`src/sacs_pkg.sv`:
```
/*
 * constants, control carrier and state codes of the converter sequencer.
 * assumes one clock; all cycle figures are in periods of that clock.
 */
// Operation
// - start strobe with offset-null request high starts conversion without offset null
// - start with offset-null request low runs offset-null cycle before conversion
// - chip select and read low present latched result on result bus
// - self-trim request low resets device and starts full calibration
// - select and self-trim low, read high: test mode drives bits 2,3,5,6
// - select and convert strobe low reset logic and abort conversion
// - started calibration cannot be reset or aborted by any input
// - power-up runs a 1396-cycle calibration without host request
// - calibration stores offset and gain corrections, applied to every conversion
// - result is 13-bit two's complement, 4095 positive, 4096 negative codes
// - hold command comes 7 clock periods after convert strobe rises
// - conversion-active output low throughout conversion and calibration
// - result-ready low on latch, high on read, start or calibration
// - offset-null cycle adds 26 clock periods to conversion time
package sacs_pkg;
	localparam int RES_W = 13;
	localparam int CNT_W = 11;
	// figures in clock periods
	localparam int CAL_PERIODS = 1396;
	localparam int ACQ_PERIODS = 7;
	localparam int AZ_PERIODS = 26;
	// cycle counts derived from the periods at one count per clock
	localparam logic [CNT_W-1:0] CAL_CYC = CNT_W'(CAL_PERIODS);
	localparam logic [CNT_W-1:0] ACQ_CYC = CNT_W'(ACQ_PERIODS);
	localparam logic [CNT_W-1:0] AZ_CYC = CNT_W'(AZ_PERIODS);
	localparam logic [CNT_W-1:0] SAR_CYC = CNT_W'(RES_W);
	localparam logic [CNT_W-1:0] CNT_LAST = 11'h001;
	// calibration phase ends and offset-null reload point
	localparam logic [CNT_W-1:0] CAL_OFS_LAST = CNT_W'(CAL_PERIODS - RES_W + 1);
	localparam logic [CNT_W-1:0] CAL_GAIN_LAST = CNT_W'(CAL_PERIODS - 2 * RES_W + 1);
	localparam logic [CNT_W-1:0] AZ_LOAD = CNT_W'(RES_W + 1);
	// code values
	localparam logic [RES_W-1:0] SAR_INIT = 13'h1000;
	localparam logic [RES_W-1:0] SAR_ZERO = 13'h0000;
	localparam logic [RES_W-1:0] GAIN_REF = 13'h0fff;
	localparam logic [RES_W-1:0] POS_MAX = 13'h0fff;
	localparam logic [RES_W-1:0] NEG_MIN = 13'h1000;
	localparam logic [RES_W-1:0] TEST_MASK = 13'h006c;
	localparam logic [RES_W-1:0] OE_ALL = 13'h1fff;
	localparam int GAIN_SHIFT = 12;
	localparam int CTL_W = 5;
	localparam logic [CTL_W-1:0] CTL_IDLE = 5'h1f;

	typedef struct packed {
		logic cs_n;
		logic wr_n;
		logic rd_n;
		logic cal_n;
		logic offset_null_request_n;
	} sacs_ctl_t;

	typedef enum logic [2:0] {
		ST_IDLE = 3'b000,
		ST_AZ = 3'b001,
		ST_ACQ = 3'b010,
		ST_CONV = 3'b011,
		ST_CAL = 3'b100
	} sacs_state_t;
endpackage

```
`src/sacs_sync.sv`:
```
/*
 * two-flop synchroniser for the host control strobes.
 * assumes inputs idle high; first stage feeds only the second.
 */
`timescale 1ns/100ps
`default_nettype none
module sacs_sync #(
	parameter int W = 5,
	parameter logic [W-1:0] IDLE = '1
) (
	// clock and reset
	input wire logic core_clk_i,
	input wire logic reset_n_i,
	input wire logic ce_i,
	// data
	input wire logic [W-1:0] async_i,
	output logic [W-1:0] sync_o
);
	logic [W-1:0] meta_r;
	logic [W-1:0] sync_r;

	genvar g;
	generate
		for (g = 0; g < W; g++)
		begin : g_bit
			always_ff @(posedge core_clk_i or negedge reset_n_i)
			begin
				if (!reset_n_i)
				begin
					meta_r[g] <= IDLE[g];
					sync_r[g] <= IDLE[g];
				end
				else if (ce_i)
				begin
					meta_r[g] <= async_i[g];
					sync_r[g] <= meta_r[g];
				end
			end
		end
	endgenerate

	assign sync_o = sync_r;
endmodule
`default_nettype wire

```
`src/sacs_seq.sv`:
```
/*
 * control sequencer of a 13-bit successive-approximation converter:
 * strobe decode, calibration, offset null, acquisition, bit trials, result bus.
 * assumes an analog front end that sets its dac from dac_code_o and
 * answers on comp_i (high: input at or above the trial level).
 */
`timescale 1ns/100ps
`default_nettype none
module sacs_seq (
	// clock and reset
	input wire logic core_clk_i,
	input wire logic reset_n_i,
	input wire logic ce_i,
	// host strobes
	input wire logic cs_n_i,
	input wire logic wr_n_i,
	input wire logic rd_n_i,
	input wire logic cal_n_i,
	input wire logic offset_null_request_n_i,
	// result bus
	output logic [sacs_pkg::RES_W-1:0] result_bus_o,
	output logic [sacs_pkg::RES_W-1:0] result_bus_oe_o,
	// status
	output logic conv_active_n_o,
	output logic result_ready_n_o,
	// analog front end
	input wire logic comp_i,
	output logic [sacs_pkg::RES_W-1:0] dac_code_o,
	output logic hold_o,
	output logic null_input_o,
	output logic ref_input_o
);
	localparam int W = sacs_pkg::RES_W;
	localparam int CW = sacs_pkg::CNT_W;

	sacs_pkg::sacs_ctl_t ctl;
	logic [sacs_pkg::CTL_W-1:0] ctl_raw;
	sacs_pkg::sacs_state_t state_r, state_nxt;
	logic [CW-1:0] cnt_r, cnt_nxt;
	logic [W-1:0] sar_r, sar_nxt, mask_r, mask_nxt, sar_dec;
	logic [W-1:0] ofs_r, ofs_nxt, gain_r, gain_nxt, res_r, res_nxt;
	logic rdy_n_r, rdy_n_nxt, hold_r, hold_nxt, wr_q_r, wr_q_nxt, cal_q_r, cal_q_nxt;
	logic [W-1:0] data_r, data_nxt, oe_r, oe_nxt;
	logic eoc_n_r, eoc_n_nxt, null_r, null_nxt, ref_r, ref_nxt;
	logic start, abort, cal_req, read_req, test_mode;
	logic signed [W-1:0] raw_tc;
	logic signed [2*W-1:0] gprod;
	logic signed [W+1:0] corr;
	logic [W-1:0] corr_sat;

	sacs_sync #(
		.W(sacs_pkg::CTL_W),
		.IDLE(sacs_pkg::CTL_IDLE)
	) u_sync (
		.core_clk_i(core_clk_i),
		.reset_n_i(reset_n_i),
		.ce_i(ce_i),
		.async_i({cs_n_i, wr_n_i, rd_n_i, cal_n_i, offset_null_request_n_i}),
		.sync_o(ctl_raw)
	);
	assign ctl = sacs_pkg::sacs_ctl_t'(ctl_raw);

	function automatic logic [W-1:0] to_tc(input logic [W-1:0] v);
		to_tc = {~v[W-1], v[W-2:0]};
	endfunction

	// start on convert strobe rise with select low
	assign start = !ctl.cs_n && ctl.wr_n && !wr_q_r && ctl.rd_n && ctl.cal_n;
	// select and convert strobe low hold logic reset
	assign abort = !ctl.cs_n && !ctl.wr_n;
	// falling self-trim request with the other strobes idle
	assign cal_req = !ctl.cal_n && cal_q_r && ctl.cs_n && ctl.rd_n && ctl.wr_n;
	assign read_req = !ctl.cs_n && !ctl.rd_n && ctl.wr_n && ctl.cal_n;
	assign test_mode = !ctl.cs_n && !ctl.cal_n && ctl.rd_n;

	// one bit trial per clock while a trial bit is pending
	assign sar_dec = comp_i ? sar_r : (sar_r & ~mask_r);

	// stored offset and gain applied to each result
	assign raw_tc = to_tc(sar_dec);
	assign gprod = raw_tc * $signed(gain_r);
	assign corr = (W+2)'($signed(raw_tc)) - (W+2)'($signed(ofs_r))
		+ (W+2)'(gprod >>> sacs_pkg::GAIN_SHIFT);
	// clamp to the two's complement range
	always_comb
	begin
		if (corr > (W+2)'($signed(sacs_pkg::POS_MAX)))
			corr_sat = sacs_pkg::POS_MAX;
		else if (corr < (W+2)'($signed(sacs_pkg::NEG_MIN)))
			corr_sat = sacs_pkg::NEG_MIN;
		else
			corr_sat = corr[W-1:0];
	end

	always_comb
	begin
		state_nxt = state_r;
		cnt_nxt = cnt_r;
		sar_nxt = sar_r;
		mask_nxt = mask_r;
		ofs_nxt = ofs_r;
		gain_nxt = gain_r;
		res_nxt = res_r;
		rdy_n_nxt = rdy_n_r;
		hold_nxt = 1'b0;
		wr_q_nxt = ctl.wr_n;
		cal_q_nxt = ctl.cal_n;
		// read releases the ready flag; a latch below wins
		if (read_req)
			rdy_n_nxt = 1'b1;
		if (mask_r != sacs_pkg::SAR_ZERO)
		begin
			sar_nxt = sar_dec | (mask_r >> 1);
			mask_nxt = mask_r >> 1;
		end
		case (state_r)
			sacs_pkg::ST_CAL:
			begin
				cnt_nxt = cnt_r - sacs_pkg::CNT_LAST;
				if (cnt_r == sacs_pkg::CAL_OFS_LAST)
				begin
					ofs_nxt = to_tc(sar_dec);
					sar_nxt = sacs_pkg::SAR_INIT;
					mask_nxt = sacs_pkg::SAR_INIT;
				end
				else if (cnt_r == sacs_pkg::CAL_GAIN_LAST)
					gain_nxt = sacs_pkg::GAIN_REF - to_tc(sar_dec);
				if (cnt_r == sacs_pkg::CNT_LAST)
					state_nxt = sacs_pkg::ST_IDLE;
			end
			sacs_pkg::ST_AZ:
			begin
				cnt_nxt = cnt_r - sacs_pkg::CNT_LAST;
				if (cnt_r == sacs_pkg::AZ_LOAD)
				begin
					sar_nxt = sacs_pkg::SAR_INIT;
					mask_nxt = sacs_pkg::SAR_INIT;
				end
				// offset null spans 26 periods before sampling
				if (cnt_r == sacs_pkg::CNT_LAST)
				begin
					ofs_nxt = to_tc(sar_dec);
					state_nxt = sacs_pkg::ST_ACQ;
					cnt_nxt = sacs_pkg::ACQ_CYC;
				end
			end
			sacs_pkg::ST_ACQ:
			begin
				cnt_nxt = cnt_r - sacs_pkg::CNT_LAST;
				if (cnt_r == sacs_pkg::CNT_LAST)
				begin
					hold_nxt = 1'b1;
					state_nxt = sacs_pkg::ST_CONV;
					cnt_nxt = sacs_pkg::SAR_CYC;
					sar_nxt = sacs_pkg::SAR_INIT;
					mask_nxt = sacs_pkg::SAR_INIT;
				end
			end
			sacs_pkg::ST_CONV:
			begin
				cnt_nxt = cnt_r - sacs_pkg::CNT_LAST;
				if (cnt_r == sacs_pkg::CNT_LAST)
				begin
					res_nxt = corr_sat;
					rdy_n_nxt = 1'b0;
					state_nxt = sacs_pkg::ST_IDLE;
				end
			end
			default:
			begin
				state_nxt = sacs_pkg::ST_IDLE;
			end
		endcase
		if (state_r != sacs_pkg::ST_CAL)
		begin
			if (abort)
			begin
				state_nxt = sacs_pkg::ST_IDLE;
				mask_nxt = sacs_pkg::SAR_ZERO;
				hold_nxt = 1'b0;
				rdy_n_nxt = 1'b1;
			end
			else if (start)
			begin
				state_nxt = ctl.offset_null_request_n ? sacs_pkg::ST_ACQ : sacs_pkg::ST_AZ;
				cnt_nxt = ctl.offset_null_request_n ? sacs_pkg::ACQ_CYC : sacs_pkg::AZ_CYC;
				mask_nxt = sacs_pkg::SAR_ZERO;
				hold_nxt = 1'b0;
				rdy_n_nxt = 1'b1;
			end
			else if (cal_req)
			begin
				state_nxt = sacs_pkg::ST_CAL;
				cnt_nxt = sacs_pkg::CAL_CYC;
				sar_nxt = sacs_pkg::SAR_INIT;
				mask_nxt = sacs_pkg::SAR_INIT;
				rdy_n_nxt = 1'b1;
			end
		end
	end

	always_comb
	begin
		data_nxt = data_r;
		oe_nxt = sacs_pkg::SAR_ZERO;
		if (read_req)
		begin
			data_nxt = res_r;
			oe_nxt = sacs_pkg::OE_ALL;
		end
		// test mode drives four bits only
		else if (test_mode)
		begin
			data_nxt = sar_r & sacs_pkg::TEST_MASK;
			oe_nxt = sacs_pkg::TEST_MASK;
		end
		// active low through conversion and calibration
		eoc_n_nxt = !(state_nxt == sacs_pkg::ST_CONV || state_nxt == sacs_pkg::ST_CAL);
		null_nxt = state_nxt == sacs_pkg::ST_AZ
			|| (state_nxt == sacs_pkg::ST_CAL && cnt_nxt >= sacs_pkg::CAL_OFS_LAST);
		ref_nxt = state_nxt == sacs_pkg::ST_CAL && cnt_nxt < sacs_pkg::CAL_OFS_LAST
			&& cnt_nxt >= sacs_pkg::CAL_GAIN_LAST;
	end

	// reset lands in a full calibration
	always_ff @(posedge core_clk_i or negedge reset_n_i)
	begin
		if (!reset_n_i)
		begin
			state_r <= sacs_pkg::ST_CAL;
			cnt_r <= sacs_pkg::CAL_CYC;
			sar_r <= sacs_pkg::SAR_INIT;
			mask_r <= sacs_pkg::SAR_INIT;
			ofs_r <= sacs_pkg::SAR_ZERO;
			gain_r <= sacs_pkg::SAR_ZERO;
			res_r <= sacs_pkg::SAR_ZERO;
			rdy_n_r <= 1'b1;
			hold_r <= 1'b0;
			wr_q_r <= 1'b1;
			cal_q_r <= 1'b1;
			data_r <= sacs_pkg::SAR_ZERO;
			oe_r <= sacs_pkg::SAR_ZERO;
			eoc_n_r <= 1'b0;
			null_r <= 1'b1;
			ref_r <= 1'b0;
		end
		else if (ce_i)
		begin
			state_r <= state_nxt;
			cnt_r <= cnt_nxt;
			sar_r <= sar_nxt;
			mask_r <= mask_nxt;
			ofs_r <= ofs_nxt;
			gain_r <= gain_nxt;
			res_r <= res_nxt;
			rdy_n_r <= rdy_n_nxt;
			hold_r <= hold_nxt;
			wr_q_r <= wr_q_nxt;
			cal_q_r <= cal_q_nxt;
			data_r <= data_nxt;
			oe_r <= oe_nxt;
			eoc_n_r <= eoc_n_nxt;
			null_r <= null_nxt;
			ref_r <= ref_nxt;
		end
	end

	assign result_bus_o = data_r;
	assign result_bus_oe_o = oe_r;
	assign conv_active_n_o = eoc_n_r;
	assign result_ready_n_o = rdy_n_r;
	assign dac_code_o = sar_r;
	assign hold_o = hold_r;
	assign null_input_o = null_r;
	assign ref_input_o = ref_r;
endmodule
`default_nettype wire

```
`config.mk`:
```
export PLATFORM = sky130hd
export DESIGN_NAME = sacs_seq
export DESIGN_NICKNAME = d
export VERILOG_FILES = /design/src/sacs_pkg.sv /design/src/sacs_sync.sv /design/src/sacs_seq.sv
export SDC_FILE = /design/constraint.sdc
export NUM_CORES = 1
export LEC_CHECK = 0
export ABC_CLOCK_PERIOD_IN_PS = 20200
export BUFFER_PORTS_ARGS = -buffer_cell sky130_fd_sc_hd__buf_4
export CAP_MARGIN = 10
export CORE_ASPECT_RATIO = 1.25
export CORE_MARGIN = 3
export CORE_UTILIZATION = 55
export CTS_BUF_LIST = sky130_fd_sc_hd__clkbuf_4
export DETAILED_ROUTE_END_ITERATION = 10
export GPL_ROUTABILITY_DRIVEN = 0
export PLACE_DENSITY = 0.77
export SETUP_SLACK_MARGIN = 0.15
export SLEW_MARGIN = 20
export SYNTH_ARGS = -nofsm -noshare
export SYNTH_HDL_FRONTEND = slang
export SYNTH_SLANG_ARGS = --single-unit
```
`constraint.sdc`:
```
create_clock -name core_clk_i -period 20.2 [get_ports core_clk_i]
set_input_delay 6.06 -clock core_clk_i [delete_from_list [all_inputs] [get_ports core_clk_i]]
set_output_delay 6.06 -clock core_clk_i [all_outputs]
set_load 0.03 [all_outputs]
```
==> out/metrics.csv, run 1 <==
stage;metric;value;unit
power_and_ir_drop;p_leak;6.333;nW
yosys;synthesis.area;12470;sq um
clocking;cts-root-buf;clkbuf_4;
route;num_vias;9328;
die;io_pins;53;
global_route;grt_max_degree;64;
route;ant_nets;0;
min_path;holdPathStages;1;
route;drt_pass1_iterations;5;
global_route;grt_pass1_wl;48.01;mm
final_layout;antenna_cells;0;
route;vias_per_cell;5.801;
yosys;ys.flop_type;dfrtp_1;
sta;rsz0062_at_grt;false;
power_and_ir_drop;power.density;124.3;nW/um^2
sta;post-route-min-period;14.66;ns
global_route;first_global_vias;9826;
clocking;clk_path_buf_depth;2;
min_path;hold-path-endpoint;result_bus_o[12];
critical_path;start_kind;primary input;
die;core_area;21920;sq um
sta;slew_headroom;41.26;%
sta;setup_tns;0;ns
yosys;synth_top_area_cell;fa_1;
clocking;cts.sinks;111;
final_layout;area_growth;5.540;%
yosys;synth_fp_nets;1576;
route;routed_wl;28.27;mm
critical_path;critPathCaptureType;flip-flop;
run_status;run_status;completed;
clocking;cts_htree_levels;3;
critical_path;worstPathRequired;20.57;ns
yosys;synth.avg_cell_area;9.510;sq um
die;die_w;140.7;um
critical_path;slowest_stage;nor3_1;
sta;finalHoldViolCount;0;
min_path;hp-start;res_r[12];
critical_path;cp_common_cell;fa_1;
clocking;cts_tree;done;
critical_path;setup.worst_path.class;in -> reg;
final_layout;fin_nets;1589;
placement;dpl_cell_area;13030;sq um
die;start_util;56.88;%
yosys;ys_ff_latch;111;
yosys;synth_compound_gate_area_share;12.87;%
job;maxCapViolations;0;
yosys;yosysMostFrequentCell;inv_1;
yosys;synthCells;1311;
yosys;synth_seq_area_share;22.51;%
clocking;cts_hold_buf;0;
route;drtIter0Drc;511;
critical_path;cp_max_fo;17;
yosys;yosysWarnings;0;
clocking;numCtsBuffers;9;
critical_path;reg2reg_to;res_r[2];
critical_path;crit_arrival;15.03;ns
yosys;synth_fa_ha_area_share;36.23;%
critical_path;rr_worst_depth;29;
yosys;synthArstFlopShare;100.0;%
final_layout;final_layout_size_suffix_gt1_share;11.29;%
die;die-area;24520;sq um
sta;fmax;0.06821;GHz
yosys;ys_top_cells_by_area;fa_1, dfrtp_1, ha_1;
yosys;synth_top_area_share;28.10;%
clocking;ctsResizeCount;0;
route;drc;0;
sta;setup_viol;0;
die;row_count;60;
global_route;grt_usage;23.83;%
critical_path;rr_startpoint;mask_r[12];
sta;drv_slew;0;
min_path;hold_class;reg -> reg;
global_route;antenna_found_initial;0;
clocking;path_clk_slew;0.19;ns
placement;hpwl;21.99;mm
yosys;synth-simple-area-share;15.23;%
clocking;postCtsSetupRepairBufs;0;
die;die_y;174.3;um
sta;timing.final.crit_share;72.57;%
yosys;synth-edff-count;0;
yosys;synthMuxAreaShare;2.398;%
critical_path;max_stage_delay;0.57;ns
yosys;synth_top_family_by_area;adder cells;
power_and_ir_drop;max-vdd-ir-drop;0.1684;mV
sta;finClkSkew;0.02489;ns
route;routedWlPerCell;17.58;um
clocking;clkLatencyLatePin;0.49;ns
final_layout;stdcell_area;13160;sq um
placement;port_buffers;52;
yosys;ys_types;76;
yosys;netlist_top_cells_count;inv_1, fa_1, nand2_1, dfrtp_1, and2_1;
global_route;overflow;0;
critical_path;rrSetupSlack;10.87;ns
yosys;synth_xor_area_share;2.388;%
sta;worst_pin_slew;0.8786;ns
==> where the power goes <==
group	internal, W	total [W]	switching, W
clock	0.0000270	0.000108	0.0000810
combinational	0.000457	0.00121	0.000750
sequential	0.000273	0.000321	0.0000484
total	0.000757	0.00164	0.000880
==> registers in the layout, summed over array words and instances (netlist names), 2 cells and up <==
signal / flops
u_sync.meta_r: 5
gain_r: 13
ofs_r: 13
cnt_r: 11
u_sync.sync_o: 5
result_bus_oe_o: 2
state_r: 3
result_bus_o: 13
res_r: 13
dac_code_o: 13
mask_r: 13
==> cell families after synthesis <==
| group | Yosys count |
|---|---|
| AND/OR/NAND/NOR | 382 |
| buffers and inverters | 261 |
| adder cells (fa/ha/maj) | 256 |
| AO/OA/AOI/OAI | 240 |
| flip-flops | 111 |
| XOR/XNOR | 34 |
| multiplexers | 27 |
==> critical path: cells and delay by family <==
kind	cells	cell delay, ns
and+or+nand+nor	6	1.64
buffers and inverters	7	0.86
xor gates and xnor gates	1	0.20
AOI/OAI and AO/OA	11	2.36
adders and majority gates	9	3.90
==> metrics by stage <==
step	setup slack, ns	power (W)	instances	hold WS, ns	utilization [%]
final	5.540	0.001636	1608	0.5018	60.03
after global routing	5.059	0.001804	1608	0.5216	60.03
after CTS	5.455	0.001626	1608	0.5070	60.01
after detailed placement	4.936	0.001514	1592	0.4757	59.45
after global placement	5.236	0.001482	1592	0.4661	59.45
after floorplan	5.957	0.001244	1311	0.4507	-
==> routing by layer <==
| metal | global-route usage (%) | vias up | routed length, um |
|---|---|---|---|
| met5 | 0 | - | 0 |
| met4 | 7.270 | 0 | 769 |
| met3 | 3.935 | 61 | 1377 |
| met2 | 42.59 | 263 | 14960 |
| met1 | 29.50 | 4731 | 11170 |
| li1 | - | 4273 | - |
==> cell usage in the layout (no fill, tap or decap), drive strengths merged, types with 7 or more instances in the layout <==
cell type and count:
xor2 14, nand2 150, clkbuf 9, xnor2 20, a21oi 44, mux2 23, a21boi 9, or3 10
a22o 26, buf 69, a211oi 8, dfrtp 88, fa 175, and2 82, inv 195, dfstp 23
nand4 9, nand2b 7, a31oi 7, nand3 13, ha 81, nor2 62, o21a 8, o211ai 19
a21o 10, nor3 16, o21ai 78
==> layout make-up <==
cell class	instances	area [sq um]
clock inverters	7	55.05
inverters	194	728.2
clock buffers	9	67.56
repair buffers	69	518.0
multi-input cells	939	8635
well taps	279	349.1
flip-flops and latches	111	2806
fillers	1852	8762
==> worst max path at each step <==
stage	start	end	slack, ns	cells past startpoint
floorplan	comp_i	res_r[2]	5.96	30
global placement	comp_i	res_r[11]	5.24	34
detailed placement	comp_i	res_r[11]	4.94	34
CTS	comp_i	res_r[11]	5.46	34
global route	comp_i	res_r[0]	5.06	34
finish	comp_i	res_r[2]	5.54	34
Note: power is estimated with default switching activity, not from simulation.
==> inputs of run 2 (changes only) <==
--- a/config.mk
+++ b/config.mk
@@ -5,7 +5,7 @@
 export SDC_FILE = /design/constraint.sdc
 export NUM_CORES = 1
 export LEC_CHECK = 0
-export ABC_CLOCK_PERIOD_IN_PS = 20200
+export ABC_CLOCK_PERIOD_IN_PS = 13300
 export BUFFER_PORTS_ARGS = -buffer_cell sky130_fd_sc_hd__buf_4
 export CAP_MARGIN = 10
 export CORE_ASPECT_RATIO = 1.25
@@ -14,7 +14,7 @@
 export CTS_BUF_LIST = sky130_fd_sc_hd__clkbuf_4
 export DETAILED_ROUTE_END_ITERATION = 10
 export GPL_ROUTABILITY_DRIVEN = 0
-export PLACE_DENSITY = 0.77
+export PLACE_DENSITY = 0.8
 export SETUP_SLACK_MARGIN = 0.15
 export SLEW_MARGIN = 20
 export SYNTH_ARGS = -nofsm -noshare
==> constraint.sdc (replaced) <==
create_clock -name core_clk_i -period 13.3 [get_ports core_clk_i]
set_input_delay 3.99 -clock core_clk_i [delete_from_list [all_inputs] [get_ports core_clk_i]]
set_output_delay 3.99 -clock core_clk_i [all_outputs]
set_load 0.03 [all_outputs]
==> run 2 against run 1 <==
  * Setup slack lost 4.7 ns
  * Worst hold slack got worse by 0.0027 ns
  * Highest routed layer unchanged
  * Register-to-register slack worse by 6.8 ns
  * Largest cell class unchanged
  * Clock skew decreased by 0.011 ns
  * Count of clock-buffer cells in the layout is 1 higher
  * Total power up 57%
  * Largest power group unchanged
==> out/metrics.csv, run 2 (synthesis gave the netlist of run 1 again) <==
stage;metric;value;unit;change
clocking;numCtsBuffers;9;;unchanged
die;start_util;56.88;%;unchanged
sta;post-route-min-period;12.45;ns;
global_route;grt_pass1_wl;50.10;mm;+4.4%
critical_path;crit_buf_inv;5;;-2
die;io_pins;53;;unchanged
clocking;clk_path_buf_depth;2;;unchanged
min_path;hold-path-endpoint;res_r[11];;
global_route;grt_use_met1;30.31;%;+0.81 points
clocking;cts_htree_levels;3;;unchanged
sta;finalHoldViolCount;0;;unchanged
final_layout;fin_nets;1599;;+0.63%
route;drt_pass1_iterations;5;;unchanged
sta;slew_headroom;36.32;%;-4.9 points
critical_path;slowest_stage;fa_1;;
route;vias_per_cell;5.817;;+0.28%
power_and_ir_drop;p_leak;6.398;nW;+1.0%
sta;setup_tns;0;ns;unchanged
sta;hold-worst-slack;0.4991;ns;-0.002710 ns
critical_path;crit_arrival;12.82;ns;-2.21 ns
clocking;cts-root-buf;clkbuf_4;;
global_route;overflow;0;;unchanged
power_and_ir_drop;power.density;193.9;nW/um^2;+56%
critical_path;max_stage_delay;0.51;ns;-0.06 ns
die;row_count;60;;unchanged
sta;setup_viol;0;;unchanged
route;drc;0;;unchanged
die;die_w;140.7;um;unchanged
global_route;grtUsageMet2;45.33;%;+2.7 points
global_route;grt_usage;25.35;%;+1.5 points
sta;finClkSkew;0.01347;ns;-0.01142 ns
global_route;grt_max_degree;76;;+19%
clocking;cts_hold_buf;0;;unchanged
critical_path;rr_worst_depth;29;;unchanged
die;die-area;24520;sq um;unchanged
final_layout;final_common_cell;inv_1;;
global_route;antenna_found_initial;1;;+1
clocking;postCtsSetupRepairBufs;0;;unchanged
critical_path;rrSetupSlack;4.08;ns;-6.79 ns
power_and_ir_drop;max-vdd-ir-drop;0.3349;mV;+99%
final_layout;final_cell_mix;inv_1, fa_1, nand2_1;;
route;routed_wl;29.46;mm;+4.2%
sta;timing.final.crit_share;93.63;%;
placement;port_buffers;52;;unchanged
clocking;cts.sinks;111;;unchanged
min_path;holdPathStages;1;;unchanged
critical_path;setup.worst_path.class;in -> reg;;
placement;hpwl;23.33;mm;+6.1%
clocking;clkLatencyLatePin;0.49;ns;about the same
global_route;grt-busiest-layer;met2;;
clocking;ctsResizeCount;0;;unchanged
die;die_y;174.3;um;unchanged
job;maxCapViolations;0;;unchanged
final_layout;final_util;60.51;%;+0.49 points
critical_path;cp_max_fo;12;;-5
sta;worst_pin_slew;0.9526;ns;+0.07400 ns
die;core_area;21920;sq um;unchanged
global_route;met3_usage;3.082;%;-0.85 points
placement;placedCellCount;1602;;+0.63%
global_route;first_global_vias;10145;;+3.2%
run_status;run_status;completed;;
final_layout;stdcell_count;1618;;+0.62%
route;drtIter0Drc;621;;+22%
critical_path;cp_common_cell;fa_1;;
route;ant_nets;0;;unchanged
critical_path;reg2reg_to;res_r[4];;
final_layout;area_growth;6.392;%;
route;num_vias;9412;;+0.90%
route;routedWlPerCell;18.21;um;+3.6%
clocking;path_clk_slew;0.15;ns;-0.04 ns
min_path;hp-start;res_r[11];;
sta;drv_slew;0;;unchanged
critical_path;crit_family;adder cells;;
critical_path;critPathCaptureType;flip-flop;;
critical_path;worstPathRequired;13.66;ns;-6.91 ns
clocking;cts_tree;done;;
critical_path;rr_startpoint;mask_r[12];;
min_path;hold_class;reg -> reg;;
critical_path;start_kind;primary input;;
sta;fmax;0.08031;GHz;
final_layout;final_layout_size_suffix_gt1_share;11.81;%;+0.52 points
sta;rsz0062_at_grt;false;;
[run 2: cell types whose count changed in the layout (fill, tap and decap cells not counted), sizes merged]
cell | before | now
clkinv | 6 | 3
diode | 0 | 1
inv | 195 | 194
bufinv | 0 | 2
buf | 69 | 79
clkbuf | 9 | 10
[run 2: routing by layer]
| layer | up-vias | part of all wire (%) |
|---|---|---|
| li1 | 4303 | - |
| met1 | 4723 | 38 |
| met2 | 305 | 52 |
| met3 | 81 | 4.5 |
| met4 | 0 | 5.0 |
| met5 | - | 0 |
[run 2: how the worst max path moves through the flow]
stage          startpoint  endpoint  slack (ns)  cells past startpoint
2_1_floorplan      comp_i  res_r[2]        1.13                     30
3_3_place_gp       comp_i  res_r[3]        0.56                     31
3_5_place_dp       comp_i  res_r[4]        0.36                     31
4_1_cts            comp_i  res_r[4]        0.88                     31
5_1_grt            comp_i  res_r[3]        0.32                     33
6_report           comp_i  res_r[4]        0.85                     31
[run 2: final cells by class]
cell class                      instances  area (sq um)
Antenna cell                            1         2.502
Clock buffer                           10         75.07
Clock inverter                          5         81.33
Fill cell                            1843          8656
Inverter                              194         728.2
Multi-Input combinational cell        939          8630
Sequential cell                       111          2806
Tap cell                              279         349.1
Timing Repair Buffer                   79         593.1
[run 2: metrics by stage]
stage	setup WS [ns]	power, W	cell area (sq um)
after global routing	0.3180	0.002831	13270
final	0.8476	0.002572	13270
after detailed placement	0.3574	0.002365	13110
after floorplan	1.127	0.001890	12470
after global placement	0.5575	0.002314	13110
after CTS	0.8830	0.002566	13260
[run 2: power breakdown]
group          leakage (nW)  internal, W  switching [W]  total, W
Combinational          4.90     0.000755        0.00113   0.00189
Clock                0.0849    0.0000783       0.000113  0.000191
Sequential             1.42     0.000415      0.0000774  0.000492
